**config.mk**
```make
export PLATFORM = sky130hd
export DESIGN_NAME = buck_fault_protection_sequencer
export DESIGN_NICKNAME = d
export VERILOG_FILES = /design/src/rtl/buck_pkg.sv /design/src/rtl/pin_sync.sv /design/src/rtl/tick_divider.sv /design/src/rtl/buck_fault_protection_sequencer.sv
export VERILOG_INCLUDE_DIRS = /design/src /design/src/rtl
export SDC_FILE = /design/constraint.sdc
export NUM_CORES = 1
export LEC_CHECK = 0
export BUFFER_PORTS_ARGS = -buffer_cell sky130_fd_sc_hd__buf_2
export CAP_MARGIN = 10
export CORE_MARGIN = 3
export CORE_UTILIZATION = 54
export CTS_CLUSTER_SIZE = 30
export DETAILED_ROUTE_END_ITERATION = 16
export MAX_ROUTING_LAYER = met4
export PLACE_DENSITY_LB_ADDON = 0.3
export SYNTH_ARGS = -nofsm -noshare
export SYNTH_HDL_FRONTEND = slang
export SYNTH_HIERARCHICAL = 1
export SYNTH_SLANG_ARGS = --single-unit
```
**constraint.sdc**
```tcl
create_clock -name aclk -period 4.19 [get_ports aclk]
set_input_delay 1.0475 -clock aclk [delete_from_list [all_inputs] [get_ports aclk]]
set_output_delay 1.0475 -clock aclk [all_outputs]
set_load 0.05 [all_outputs]
```
**src/rtl/buck_map.svh**
```systemverilog
// register map, strap tables and timing counts of the buck protection sequencer
`ifndef BUCK_MAP_SVH
`define BUCK_MAP_SVH

`define CFG_OFFSET 8'h00
`define STATUS_OFFSET 8'h04
`define COUNT_OFFSET 8'h08

`define CFG_RESET 10'h000
`define CFG_HICCUP_DIS_LSB 0
`define CFG_LATCH_EN_LSB 4
`define CFG_PG_SRC_LSB 8

`define AXI_RESP_OKAY 2'h0
`define AXI_RESP_SLVERR 2'h2

`define CLK_PERIOD_NS 25
`define MS_NS 1000000
`define MS_CYCLES (`MS_NS / `CLK_PERIOD_NS)
`define PG_DELAY_NS 50000
`define PG_DELAY_CYC ((`PG_DELAY_NS + `CLK_PERIOD_NS - 1) / `CLK_PERIOD_NS)

`define SS_SHORT_MS 7'h02
`define SS_LONG_MS 7'h10
`define HICCUP_SS_COUNT 7
`define OC_COUNT_MAX 4'hf
`define RETRY_LATCH_COUNT 3'h7
`define SKIP_ESCALATE 8
`define SW_CYCLES 100

`define PAIR_A_SS_LONG 8'h33
`define PAIR_A_HALF_FIRST 8'h1a
`define PAIR_A_HALF_SECOND 8'h06
`define PAIR_A_PARALLEL 8'h70
`define PAIR_B_SS_LONG 8'h2b
`define PAIR_B_HALF_FIRST 8'h0e
`define PAIR_B_HALF_SECOND 8'h02
`define PAIR_B_PARALLEL 8'h38

`define LIM_OPEN 2'h0
`define LIM_MIDDLE 2'h1
`define LIM_LOW 2'h2

`endif

```
**src/rtl/buck_pkg.sv**
```systemverilog
// types shared by the buck protection sequencer
package buck_pkg;

  typedef struct packed {
    logic peak_trip;
    logic pwm_end;
    logic fb_half;
    logic fb_quarter;
    logic max_duty;
    logic ss_above_fb;
    logic in_uv;
    logic out_above_pg;
    logic out_below_pg;
  } chan_cmp_type;

  typedef struct packed {
    logic high_side_en;
    logic low_side_en;
    logic reverse_block;
  } gate_drive_type;

  typedef enum logic [2:0] {
    CH_OFF,
    CH_SOFT,
    CH_RUN,
    CH_HICCUP,
    CH_LATCHED
  } chan_state_type;

endpackage : buck_pkg

```
**src/rtl/pin_sync.sv**
```systemverilog
// two flip-flop synchroniser bank for pin inputs
`timescale 1ns/100ps
module pin_sync #(
  parameter int W = 8
) (
  input wire logic aclk,
  input wire logic aresetn,
  input wire logic [W-1:0] din,
  output logic [W-1:0] dout
);
  logic [W-1:0] meta_ff;

  always_ff @(posedge aclk) begin
    if (!aresetn) begin
      meta_ff <= '0;
      dout <= '0;
    end else begin
      meta_ff <= din;
      dout <= meta_ff;
    end
  end
endmodule : pin_sync

```
**src/rtl/tick_divider.sv**
```systemverilog
// free-running divider giving a one-cycle enable every DIV clocks
`timescale 1ns/100ps
module tick_divider #(
  parameter int DIV = 40000
) (
  input wire logic aclk,
  input wire logic aresetn,
  output logic tick
);
  localparam int CW = $clog2(DIV);
  logic [CW-1:0] cnt_ff;

  if (DIV < 2) begin : g_chk
    $error("tick_divider needs DIV of at least 2");
  end

  always_ff @(posedge aclk) begin
    if (!aresetn) begin
      cnt_ff <= '0;
      tick <= 1'b0;
    end else begin
      tick <= (cnt_ff == CW'(DIV - 1));
      cnt_ff <= (cnt_ff == CW'(DIV - 1)) ? '0 : cnt_ff + 1'b1;
    end
  end
endmodule : tick_divider

```
**src/rtl/buck_fault_protection_sequencer.sv**
```systemverilog
// four-channel buck protection, foldback, hiccup, lockout and power-good sequencer
//
// Overview of operation
// (RL1) parallel pair: second channel ignores own feedback and enable, follows first.
// (RL2) system sets forced PWM, same supply and limit for a parallel pair.
// (RL3) block reverse inductor current until soft-start reference exceeds feedback; the logic re-arms the block only from off, so hiccup retries start unblocked.
// (RL4) peak trip: high side off, low side on for rest of cycle.
// (RL5) channels one and two pick 6.9, 3.8 or 10.4 A limit from strap.
// (RL6) feedback below half target halves channel switching frequency.
// (RL7) feedback below quarter target drops switching to quarter frequency.
// (RL8) at maximum duty skip every second pulse; the logic skips every pulse after the first at maximum duty.
// (RL9) maximum duty persisting: skip two pulses of every three; the logic skips every pulse instead.
// (RL10) count overcurrent events; overflow after 15 turns both switches off.
// (RL11) after overflow stay off seven soft starts, retry, re-hiccup if fault persists.
// (RL12) hiccup ignored during first soft start after enable.
// (RL13) fuse disables hiccup; frequency foldback still protects.
// (RL14) latch-off fuse: shut down after seven consecutive retries end in fault.
// (RL15) latch cleared only by enable toggle or supply reset.
// (RL16) latch-off inactive when hiccup is disabled.
// (RL17) undervoltage turns channel off; recovery starts soft start if enabled.
// (RL18) channel one undervoltage holds all other channels off.
// (RL19) power good high above 90.5%, low after below 87.2% over 50 us.
// (RL20) power good watches channel one by default; fuse selects another.
// (RL21) over 150 C shut everything down until below 135 C.
// (RL22) leaving thermal shutdown starts soft start on every enabled channel; the logic keeps a latched channel latched.
// (RL23) soft start and hiccup period from pair strap: 2 ms or 16 ms.
// (RL24) analog flags pass two flip-flops before any logic uses them.
// (RL25) fault and retry counters clear when disabled, locked out or hot; the logic keeps them while the channel is latched, even when hot.
`timescale 1ns/100ps
`include "buck_map.svh"
module buck_fault_protection_sequencer #(
  parameter int MS_CYCLES = `MS_CYCLES,
  parameter int SW_CYCLES = `SW_CYCLES,
  parameter int SKIP_ESCALATE = `SKIP_ESCALATE
) (
  input wire logic aclk,
  input wire logic aresetn,
  input wire logic [7:0] s_axi_awaddr,
  input wire logic s_axi_awvalid,
  output logic s_axi_awready,
  input wire logic [31:0] s_axi_wdata,
  input wire logic [3:0] s_axi_wstrb,
  input wire logic s_axi_wvalid,
  output logic s_axi_wready,
  output logic [1:0] s_axi_bresp,
  output logic s_axi_bvalid,
  input wire logic s_axi_bready,
  input wire logic [7:0] s_axi_araddr,
  input wire logic s_axi_arvalid,
  output logic s_axi_arready,
  output logic [31:0] s_axi_rdata,
  output logic [1:0] s_axi_rresp,
  output logic s_axi_rvalid,
  input wire logic s_axi_rready,
  input wire buck_pkg::chan_cmp_type [3:0] chan_cmp,
  input wire logic [3:0] channel_enable_input,
  input wire logic temp_above_shutdown,
  input wire logic temp_below_resume,
  input wire logic [2:0] pair_a_config_strap,
  input wire logic [2:0] pair_b_config_strap,
  input wire logic [1:0] first_limit_strap,
  input wire logic [1:0] second_limit_strap,
  output buck_pkg::gate_drive_type [3:0] gate_drive,
  output logic [7:0] freq_div_sel,
  output logic [3:0] current_limit_sel,
  output logic power_good_output_o,
  output logic power_good_output_oe
);
  localparam int NCH = 4;
  localparam int SYNC_W = NCH * $bits(buck_pkg::chan_cmp_type) + NCH + 2 + 10;

  if (SW_CYCLES < 2 || MS_CYCLES < 2 || SKIP_ESCALATE < 1 || SKIP_ESCALATE > 15) begin : g_chk
    $error("buck_fault_protection_sequencer parameter out of range");
  end

  // pin synchronisation
  logic [SYNC_W-1:0] sync_out;
  buck_pkg::chan_cmp_type [3:0] cmp_s;
  logic [3:0] en_s;
  logic hot_s;
  logic cool_s;
  logic [2:0] strap_a_s;
  logic [2:0] strap_b_s;
  logic [1:0] lim1_s;
  logic [1:0] lim2_s;

  pin_sync #(.W(SYNC_W)) u_sync ( // RL24
    .aclk(aclk),
    .aresetn(aresetn),
    .din({chan_cmp, channel_enable_input, temp_above_shutdown, temp_below_resume,
          pair_a_config_strap, pair_b_config_strap, first_limit_strap, second_limit_strap}),
    .dout(sync_out)
  );
  assign {cmp_s, en_s, hot_s, cool_s, strap_a_s, strap_b_s, lim1_s, lim2_s} = sync_out;

  logic ms_tick;
  logic sw_tick;
  tick_divider #(.DIV(MS_CYCLES)) u_ms (
    .aclk(aclk),
    .aresetn(aresetn),
    .tick(ms_tick)
  );
  tick_divider #(.DIV(SW_CYCLES)) u_sw (
    .aclk(aclk),
    .aresetn(aresetn),
    .tick(sw_tick)
  );

  // straps are caught once the synchroniser has filled after reset
  logic [1:0] settle_ff;
  logic cfg_done_ff;
  logic [2:0] strap_a_ff;
  logic [2:0] strap_b_ff;

  always_ff @(posedge aclk) begin
    if (!aresetn) begin
      settle_ff <= 2'h0;
      cfg_done_ff <= 1'b0;
      strap_a_ff <= 3'h0;
      strap_b_ff <= 3'h0;
      current_limit_sel <= 4'h0;
    end else if (!cfg_done_ff) begin
      settle_ff <= settle_ff + 2'h1;
      if (settle_ff == 2'h3) begin
        cfg_done_ff <= 1'b1;
        strap_a_ff <= strap_a_s;
        strap_b_ff <= strap_b_s;
        current_limit_sel <= {lim2_s, lim1_s}; // RL5
      end
    end
  end

  // strap tables, one bit per strap code
  localparam logic [7:0] SS_A = `PAIR_A_SS_LONG;
  localparam logic [7:0] SS_B = `PAIR_B_SS_LONG;
  localparam logic [7:0] H1_A = `PAIR_A_HALF_FIRST;
  localparam logic [7:0] H2_A = `PAIR_A_HALF_SECOND;
  localparam logic [7:0] H1_B = `PAIR_B_HALF_FIRST;
  localparam logic [7:0] H2_B = `PAIR_B_HALF_SECOND;
  localparam logic [7:0] PAR_A = `PAIR_A_PARALLEL;
  localparam logic [7:0] PAR_B = `PAIR_B_PARALLEL;
  logic [3:0] ss_long;
  logic [3:0] half_cfg;
  logic [1:0] pair_par;
  assign ss_long = {SS_B[strap_b_ff], SS_B[strap_b_ff], SS_A[strap_a_ff], SS_A[strap_a_ff]};
  assign half_cfg = {H2_B[strap_b_ff], H1_B[strap_b_ff], H2_A[strap_a_ff], H1_A[strap_a_ff]};
  assign pair_par = {PAR_B[strap_b_ff], PAR_A[strap_a_ff]}; // RL1

  // configuration register (fuse image)
  logic [9:0] cfg_ff;
  logic [3:0] hiccup_dis;
  logic [3:0] latch_en;
  logic [1:0] pg_src;
  assign hiccup_dis = cfg_ff[`CFG_HICCUP_DIS_LSB +: 4];
  assign latch_en = cfg_ff[`CFG_LATCH_EN_LSB +: 4];
  assign pg_src = cfg_ff[`CFG_PG_SRC_LSB +: 2];

  // thermal shutdown with hysteresis
  logic tsd_ff;
  always_ff @(posedge aclk) begin
    if (!aresetn) begin
      tsd_ff <= 1'b0;
    end else if (hot_s) begin
      tsd_ff <= 1'b1; // RL21
    end else if (cool_s) begin
      tsd_ff <= 1'b0; // RL21
    end
  end

  logic [11:0] state_bits;
  logic [15:0] oc_bits;
  logic [11:0] retry_bits;

  for (genvar ch = 0; ch < NCH; ch++) begin : g_ch
    localparam int LEAD = ch - (ch % 2);
    logic follow;
    logic en_c;
    logic half_fb;
    logic quarter_fb;
    logic ssab;
    logic run_ok;
    logic active;
    logic hiccup_on;
    logic oc_evt;
    logic overflow;
    logic cyc_start;
    logic pulse_ok;
    logic [1:0] shift;
    logic [6:0] ss_ms;
    buck_pkg::chan_state_type state_ff;
    logic first_ss_ff;
    logic in_retry_ff;
    logic prech_done_ff;
    logic [3:0] oc_cnt_ff;
    logic [2:0] retry_cnt_ff;
    logic [6:0] ms_cnt_ff;
    logic [3:0] div_cnt_ff;
    logic [1:0] skip_mode_ff;
    logic [1:0] skip_ph_ff;
    logic [3:0] esc_ff;
    logic hs_ff;
    logic ls_ff;
    logic en_d_ff;
    logic [1:0] div_sel_ff;

    assign follow = (ch % 2 == 1) && pair_par[ch / 2];
    assign en_c = follow ? en_s[LEAD] : en_s[ch]; // RL1
    assign half_fb = follow ? cmp_s[LEAD].fb_half : cmp_s[ch].fb_half; // RL1
    assign quarter_fb = follow ? cmp_s[LEAD].fb_quarter : cmp_s[ch].fb_quarter;
    assign ssab = follow ? cmp_s[LEAD].ss_above_fb : cmp_s[ch].ss_above_fb;
    assign run_ok = cfg_done_ff && en_c && !cmp_s[ch].in_uv && !cmp_s[0].in_uv && !tsd_ff; // RL17 RL18 RL21
    assign active = (state_ff == buck_pkg::CH_SOFT) || (state_ff == buck_pkg::CH_RUN);
    assign hiccup_on = !hiccup_dis[ch]; // RL13
    assign oc_evt = hs_ff && cmp_s[ch].peak_trip && active && hiccup_on &&
                    !(first_ss_ff && state_ff == buck_pkg::CH_SOFT); // RL12
    assign overflow = oc_evt && (oc_cnt_ff == `OC_COUNT_MAX); // RL10
    assign ss_ms = ss_long[ch] ? `SS_LONG_MS : `SS_SHORT_MS; // RL23
    assign shift = 2'(half_cfg[ch]) + (quarter_fb ? 2'h2 : (half_fb ? 2'h1 : 2'h0)); // RL6 RL7
    assign cyc_start = sw_tick && (div_cnt_ff >= (4'h1 << shift) - 4'h1);
    assign pulse_ok = (skip_ph_ff == 2'h0);

    // channel sequencing
    always_ff @(posedge aclk) begin
      if (!aresetn) begin
        state_ff <= buck_pkg::CH_OFF;
        first_ss_ff <= 1'b0;
        in_retry_ff <= 1'b0;
        ms_cnt_ff <= 7'h00;
        en_d_ff <= 1'b0;
      end else begin
        en_d_ff <= en_c;
        unique case (state_ff)
          buck_pkg::CH_OFF: begin
            if (run_ok) begin
              state_ff <= buck_pkg::CH_SOFT; // RL17 RL22
              first_ss_ff <= 1'b1;
              in_retry_ff <= 1'b0;
              ms_cnt_ff <= 7'h00;
            end
          end
          buck_pkg::CH_SOFT: begin
            if (!run_ok) begin
              state_ff <= buck_pkg::CH_OFF;
            end else if (overflow) begin
              if (hiccup_on && latch_en[ch] && in_retry_ff && retry_cnt_ff == `RETRY_LATCH_COUNT - 3'h1) begin
                state_ff <= buck_pkg::CH_LATCHED; // RL14 RL16
              end else begin
                state_ff <= buck_pkg::CH_HICCUP; // RL10 RL11
              end
              ms_cnt_ff <= 7'h00;
            end else if (ms_tick) begin
              if (ms_cnt_ff == ss_ms - 7'h1) begin
                state_ff <= buck_pkg::CH_RUN;
                first_ss_ff <= 1'b0;
                in_retry_ff <= 1'b0;
                ms_cnt_ff <= 7'h00;
              end else begin
                ms_cnt_ff <= ms_cnt_ff + 7'h1;
              end
            end
          end
          buck_pkg::CH_RUN: begin
            if (!run_ok) begin
              state_ff <= buck_pkg::CH_OFF;
            end else if (overflow) begin
              state_ff <= buck_pkg::CH_HICCUP; // RL10
              ms_cnt_ff <= 7'h00;
            end
          end
          buck_pkg::CH_HICCUP: begin
            if (!run_ok) begin
              state_ff <= buck_pkg::CH_OFF;
            end else if (ms_tick) begin
              if (ms_cnt_ff == 7'(`HICCUP_SS_COUNT) * ss_ms - 7'h1) begin
                state_ff <= buck_pkg::CH_SOFT; // RL11
                in_retry_ff <= 1'b1;
                ms_cnt_ff <= 7'h00;
              end else begin
                ms_cnt_ff <= ms_cnt_ff + 7'h1;
              end
            end
          end
          buck_pkg::CH_LATCHED: begin
            // thermal shutdown alone does not release the latch
            if (!en_c || cmp_s[ch].in_uv) begin
              state_ff <= buck_pkg::CH_OFF; // RL15
            end
          end
          default: begin
            state_ff <= buck_pkg::CH_OFF;
          end
        endcase
      end
    end

    // overcurrent and retry counters
    always_ff @(posedge aclk) begin
      if (!aresetn) begin
        oc_cnt_ff <= 4'h0;
        retry_cnt_ff <= 3'h0;
      end else if (!run_ok && state_ff != buck_pkg::CH_LATCHED) begin
        oc_cnt_ff <= 4'h0; // RL25
        retry_cnt_ff <= 3'h0; // RL25
      end else if (overflow) begin
        oc_cnt_ff <= 4'h0;
        if (in_retry_ff && state_ff == buck_pkg::CH_SOFT) begin
          retry_cnt_ff <= retry_cnt_ff + 3'h1; // RL14
        end
      end else begin
        if (oc_evt) begin
          oc_cnt_ff <= oc_cnt_ff + 4'h1; // RL10
        end
        if (state_ff == buck_pkg::CH_SOFT && ms_tick && ms_cnt_ff == ss_ms - 7'h1) begin
          retry_cnt_ff <= 3'h0;
        end
      end
    end

    // switching cycle divider and pulse skipping
    always_ff @(posedge aclk) begin
      if (!aresetn) begin
        div_cnt_ff <= 4'h0;
        div_sel_ff <= 2'h0;
        skip_mode_ff <= 2'h0;
        skip_ph_ff <= 2'h0;
        esc_ff <= 4'h0;
      end else begin
        div_sel_ff <= shift; // RL6 RL7 RL13
        if (sw_tick) begin
          div_cnt_ff <= cyc_start ? 4'h0 : div_cnt_ff + 4'h1;
        end
        if (cyc_start) begin
          if (!cmp_s[ch].max_duty) begin
            skip_mode_ff <= 2'h0;
            esc_ff <= 4'h0;
            skip_ph_ff <= 2'h0;
          end else begin
            if (skip_mode_ff == 2'h0) begin
              skip_mode_ff <= 2'h1; // RL8
            end else if (esc_ff == 4'(SKIP_ESCALATE - 1)) begin
              skip_mode_ff <= 2'h2; // RL9
            end else begin
              esc_ff <= esc_ff + 4'h1;
            end
            skip_ph_ff <= (skip_ph_ff >= skip_mode_ff) ? 2'h0 : skip_ph_ff + 2'h1; // RL8 RL9
          end
        end
      end
    end

    // gate drive
    always_ff @(posedge aclk) begin
      if (!aresetn) begin
        hs_ff <= 1'b0;
        ls_ff <= 1'b0;
        prech_done_ff <= 1'b0;
      end else begin
        if (state_ff == buck_pkg::CH_OFF) begin
          prech_done_ff <= 1'b0;
        end else if (ssab) begin
          prech_done_ff <= 1'b1; // RL3
        end
        if (!active) begin
          hs_ff <= 1'b0; // RL10
          ls_ff <= 1'b0; // RL10
        end else if (hs_ff && (cmp_s[ch].peak_trip || cmp_s[ch].pwm_end)) begin
          hs_ff <= 1'b0; // RL4
          ls_ff <= prech_done_ff; // RL3 RL4
        end else if (cyc_start && pulse_ok && !(cmp_s[ch].max_duty && skip_mode_ff != 2'h0 &&
                                                skip_ph_ff != skip_mode_ff)) begin
          hs_ff <= 1'b1;
          ls_ff <= 1'b0;
        end else if (!hs_ff) begin
          ls_ff <= prech_done_ff; // RL3
        end
      end
    end

    assign gate_drive[ch] = '{hs_ff, ls_ff, !prech_done_ff};
    assign freq_div_sel[ch*2 +: 2] = div_sel_ff;
    assign state_bits[ch*3 +: 3] = state_ff;
    assign oc_bits[ch*4 +: 4] = oc_cnt_ff;
    assign retry_bits[ch*3 +: 3] = retry_cnt_ff;
  end

  // power good with falling deglitch
  logic [11:0] pg_dly_ff;
  logic pg_above;
  logic pg_below;
  assign pg_above = cmp_s[pg_src].out_above_pg; // RL20
  assign pg_below = cmp_s[pg_src].out_below_pg;

  always_ff @(posedge aclk) begin
    if (!aresetn) begin
      pg_dly_ff <= 12'h000;
      power_good_output_oe <= 1'b1;
      power_good_output_o <= 1'b0;
    end else begin
      power_good_output_o <= 1'b0;
      if (pg_above) begin
        power_good_output_oe <= 1'b0; // RL19
        pg_dly_ff <= 12'h000;
      end else if (pg_below && !power_good_output_oe) begin
        if (pg_dly_ff == 12'(`PG_DELAY_CYC)) begin
          power_good_output_oe <= 1'b1; // RL19
          pg_dly_ff <= 12'h000;
        end else begin
          pg_dly_ff <= pg_dly_ff + 12'h001;
        end
      end else begin
        pg_dly_ff <= 12'h000;
      end
    end
  end

  // AXI4-Lite slave
  logic aw_held_ff;
  logic w_held_ff;
  logic [7:0] awaddr_ff;
  logic [31:0] wdata_ff;
  logic [3:0] wstrb_ff;
  logic [3:0] uv_bits;

  always_comb begin
    for (int i = 0; i < NCH; i++) begin
      uv_bits[i] = cmp_s[i].in_uv;
    end
  end

  always_ff @(posedge aclk) begin
    if (!aresetn) begin
      aw_held_ff <= 1'b0;
      w_held_ff <= 1'b0;
      awaddr_ff <= 8'h00;
      wdata_ff <= 32'h0000_0000;
      wstrb_ff <= 4'h0;
      s_axi_awready <= 1'b0;
      s_axi_wready <= 1'b0;
      s_axi_bvalid <= 1'b0;
      s_axi_bresp <= `AXI_RESP_OKAY;
      cfg_ff <= `CFG_RESET;
    end else begin
      s_axi_awready <= !aw_held_ff && !s_axi_awready && !s_axi_bvalid;
      s_axi_wready <= !w_held_ff && !s_axi_wready && !s_axi_bvalid;
      if (s_axi_awvalid && s_axi_awready) begin
        aw_held_ff <= 1'b1;
        awaddr_ff <= s_axi_awaddr;
      end
      if (s_axi_wvalid && s_axi_wready) begin
        w_held_ff <= 1'b1;
        wdata_ff <= s_axi_wdata;
        wstrb_ff <= s_axi_wstrb;
      end
      if (aw_held_ff && w_held_ff && !s_axi_bvalid) begin
        aw_held_ff <= 1'b0;
        w_held_ff <= 1'b0;
        s_axi_bvalid <= 1'b1;
        if (awaddr_ff[7:2] == `CFG_OFFSET >> 2) begin
          s_axi_bresp <= `AXI_RESP_OKAY;
          if (wstrb_ff[0]) begin
            cfg_ff[7:0] <= wdata_ff[7:0];
          end
          if (wstrb_ff[1]) begin
            cfg_ff[9:8] <= wdata_ff[9:8];
          end
        end else begin
          s_axi_bresp <= `AXI_RESP_SLVERR;
        end
      end else if (s_axi_bvalid && s_axi_bready) begin
        s_axi_bvalid <= 1'b0;
      end
    end
  end

  always_ff @(posedge aclk) begin
    if (!aresetn) begin
      s_axi_arready <= 1'b0;
      s_axi_rvalid <= 1'b0;
      s_axi_rdata <= 32'h0000_0000;
      s_axi_rresp <= `AXI_RESP_OKAY;
    end else begin
      s_axi_arready <= !s_axi_arready && !s_axi_rvalid;
      if (s_axi_arvalid && s_axi_arready) begin
        s_axi_rvalid <= 1'b1;
        s_axi_rresp <= `AXI_RESP_OKAY;
        unique case (s_axi_araddr[7:2])
          `CFG_OFFSET >> 2: s_axi_rdata <= {22'h000000, cfg_ff};
          `STATUS_OFFSET >> 2: s_axi_rdata <= {11'h000, cfg_done_ff, pair_par, !power_good_output_oe,
                                               tsd_ff, uv_bits, state_bits};
          `COUNT_OFFSET >> 2: s_axi_rdata <= {4'h0, retry_bits, oc_bits};
          default: begin
            s_axi_rdata <= 32'h0000_0000;
            s_axi_rresp <= `AXI_RESP_SLVERR;
          end
        endcase
      end else if (s_axi_rvalid && s_axi_rready) begin
        s_axi_rvalid <= 1'b0;
      end
    end
  end
endmodule : buck_fault_protection_sequencer

```
==> results.yml <==
clock_tree:
  cts_max_level: 2
  cts_tree: "done"
  holdBufCountCts: 0
  postCtsSetupBuffers: 0
  cts_root_buf: "clkbuf_16"
  cts-buffers-inserted: 39
  path_clk_slew_ns: 0.06
  clk_latency_ns: 0.54
  cts_resized: 0
  clock_path_buffers: 3
  clock-sinks: 373
job:
  max_cap_violations: 0
power_and_ir_drop:
  cellLeakagePower_uw: 0.00728
  ir_drop_uv: 296
  power.total_uw: 7810
  power_per_cell_area_nw_per_um2: 416
synth:
  synth_top_area_share_pct: 45.1
  synth_cell_type_count: 84
  synth_ff_type: "dfxtp_1"
  netlist_instances: 1857
  netlist_area_um2: 16600
  postSynthAreaPerCell_um2: 8.92
  synth-edff-count: 0
  ys_ff_latch: 373
  ys_async_sr_fraction_pct: 0
  netlist_top_cells_area: "dfxtp_1 (45%), ha_1 (4.8%), and2_1 (4.6%), nor2_1 (4.5%), nand2_1 (3.7%)"
  yosysWarnings: 6
  ys_seq_area_share_pct: 45.1
  yosysTopAreaCell: "dfxtp_1"
critical_path:
  start_kind: "flip-flop"
  cp-startpoint: "g_ch[1].follow"
  end_kind: "flip-flop"
  crit_path_max_fanout: 7
  crit_slowest_cell: "dfxtp_1"
  crit_path_max_incr_delay_ns: 0.59
  crit_family: "simple AND/OR/NAND/NOR gates"
  crit_required_ns: 4.61
  crit_chain: "nand2b_1 > o21ai_0 > ha_1 > xnor2_1 > or2_2 > ha_1 > nand2b_1 > a21o_1 > a211o_1 > and2_1 > and3_1 > o21a_1"
  rr_startpoint: "g_ch[1].follow"
  arrival_ns: 3.53
  path_buf_inv: 0
  critPathKind: "reg2reg"
sta:
  setup_ws_ns: 1.09
  finalSetupViolCount: 0
  layout_min_cycle_time_ns: 3.10
  finClkSkew_ns: 0.0238
  period_share_pct: 74.1
  worst_pin_slew_ns: 0.934
  rsz0062_at_grt: "false"
  slew_viol_final: 0
  setup_tns_ns: 0
  slew_headroom_pct: 37.7
  hold_viol_final: 0
  max_freq_mhz: 322
finish:
  syn_to_final_growth_pct: 13.5
  fillCellCount: 2580
  seqCellArea_um2: 7470
  multi_input_area_um2: 8410
  layout.nets: 2144
  instances_no_fill: 2391
  drive_gt1_share_pct: 13.4
grt:
  grt_pass1_vias: 12800
  gr-usage-all-layers_pct: 22.7
  grt_remaining_overflow: 0
  grt_max_degree: 76
  antenna_found_initial: 1
  grt_pass1_wl_um: 61400
detailed_routing:
  num_vias: 13300
  wl_per_cell_um: 15.6
  drc: 0
  firstDrtPassIters: 6
  wl_um: 37200
  drt_iter0_markers: 755
  via_per_inst: 5.57
  ant_nets: 0
worst_hold_path:
  hp-class: "reg2reg"
  worstHoldStart: "u_sync/meta_ff[7]"
floorplan:
  die_x_um: 181
  ios: 178
  core_area_um2: 30000
  die_area_um2: 32800
  fp.dieH_um: 181
  initial_core_util_pct: 55.3
  rows: 63
placed_design:
  gp_congestion: 0.936
  numPortBuffers: 142
  dpl.cell_count: 2318
  pre_cts_ws_ns: 1.12
  dp_hpwl_um: 26600
status:
  status: "finished, final reports clean"
==> final cells by class <==
cell class	count	share of cell area (%)
inverter	60	1.21
tap	390	2.60
multi-input combinational	1339	44.7
clock inverter	18	1.25
timing repair buffer	156	4.36
sequential	373	39.7
clock buffer	54	6.08
antenna	1	0.0133
==> path summary, 6_finish.rpt <==
| check | end | slack (ns) | cells after the start |
|---|---|---|---|
| setup / recovery | g_ch[1].skip_mode_ff[0] | 1.09 | 12 |
| hold / removal | u_sync/dout[7] | 0.43 | 1 |
| setup reg to reg | g_ch[1].skip_mode_ff[0] | 1.09 | 12 |
| hold reg to reg | u_sync/dout[7] | 0.43 | 1 |
==> flip-flops by register name, summed over array words and instances (netlist names), 6 cells and up <==
| name | count |
|---|---|
| u_sw/cnt_ff | 7 |
| g_ch.retry_cnt_ff | 12 |
| g_ch.div_sel_ff | 8 |
| g_ch.esc_ff | 16 |
| pg_dly_ff | 12 |
| cfg_ff | 10 |
| wdata_ff | 10 |
| u_sync/dout | 52 |
| u_ms/cnt_ff | 16 |
| s_axi_rdata | 28 |
| g_ch.state_ff | 12 |
| awaddr_ff | 6 |
| g_ch.oc_cnt_ff | 16 |
| g_ch.skip_ph_ff | 8 |
| g_ch.skip_mode_ff | 8 |
| g_ch.ms_cnt_ff | 28 |
| u_sync/meta_ff | 52 |
| g_ch.div_cnt_ff | 16 |
==> layer usage <==
metal,track usage [%],vias up,share of wire [%]
li1,-,6663,-
met5,-,-,0
met4,6.95,0,2.7
met3,3.18,77,5.5
met1,28.7,6209,44
met2,38.0,368,48
==> power breakdown <==
group	leakage (µW)	internal (µW)	total, µW	switching, µW
Clock	0.000676	2170	3620	1440
Sequential	0.00303	3630	3720	81.1
Combinational	0.00357	179	479	300
Total	0.00728	5990	7810	1820
==> cells in the final DEF, fill, tap and decap left out, types with 22 or more instances in the layout <==
| master | count |
|---|---|
| nand2b_1 | 33 |
| a21oi_1 | 99 |
| nor2_1 | 198 |
| xnor2_1 | 29 |
| xor2_1 | 45 |
| dfxtp_1 | 373 |
| a22oi_1 | 24 |
| nor3_1 | 31 |
| nand4_1 | 51 |
| nand3_1 | 81 |
| o21ai_0 | 61 |
| ha_1 | 64 |
| buf_2 | 141 |
| clkbuf_16 | 39 |
| inv_1 | 59 |
| nand2_1 | 164 |
| mux2i_1 | 52 |
| and2_1 | 123 |
| nor2b_1 | 22 |
==> cells by family after synthesis <==
logic type / synth area share (%)
buffers and inverters: 4.35
xor gates and xnor gates: 4.01
muxes: 3.42
and+or+nand+nor: 26.2
adders and majority gates: 4.84
AOI/OAI and AO/OA: 12.0
DFF: 45.1
other: 0.0454
==> worst reg2reg max path: stages (launching register included) <==
cell      delay [ns]
dfxtp_1         0.59
nand2b_1        0.17
o21ai_0         0.08
ha_1            0.20
xnor2_1         0.16
or2_2           0.29
ha_1            0.27
nand2b_1        0.14
a21o_1          0.17
a211o_1         0.33
and2_1          0.24
and3_1          0.19
o21a_1          0.15
==> synthesized netlist by cell type (12+ instances only) <==
cell / number
nand4_1: 51
a22oi_1: 24
clkbuf_1: 55
o21a_1: 13
nand3_1: 81
inv_1: 60
buf_4: 19
or4_1: 12
and3_1: 21
o211ai_1: 12
mux2i_1: 52
nand2_1: 164
xnor2_1: 29
o21ai_0: 61
nor3_1: 31
nor2_1: 198
nor2b_1: 22
ha_1: 64
or3_1: 15
nand2b_1: 33
xor2_1: 45
and2_1: 123
dfxtp_1: 373
a21oi_1: 99
==> metrics by stage <==
| stage | hold slack [ns] | util (%) | instance area (µm²) |
|---|---|---|---|
| 3_3_place_gp | 0.412 | 58.1 | 17400 |
| 3_5_place_dp | 0.411 | 58.1 | 17400 |
| 2_1_floorplan | 0.406 | - | 16600 |
| 6_report | 0.425 | 62.7 | 18800 |
| 4_1_cts | 0.426 | 62.7 | 18800 |
| 5_1_grt | 0.441 | 62.7 | 18800 |
Note: power is estimated with default switching activity, not from simulation.
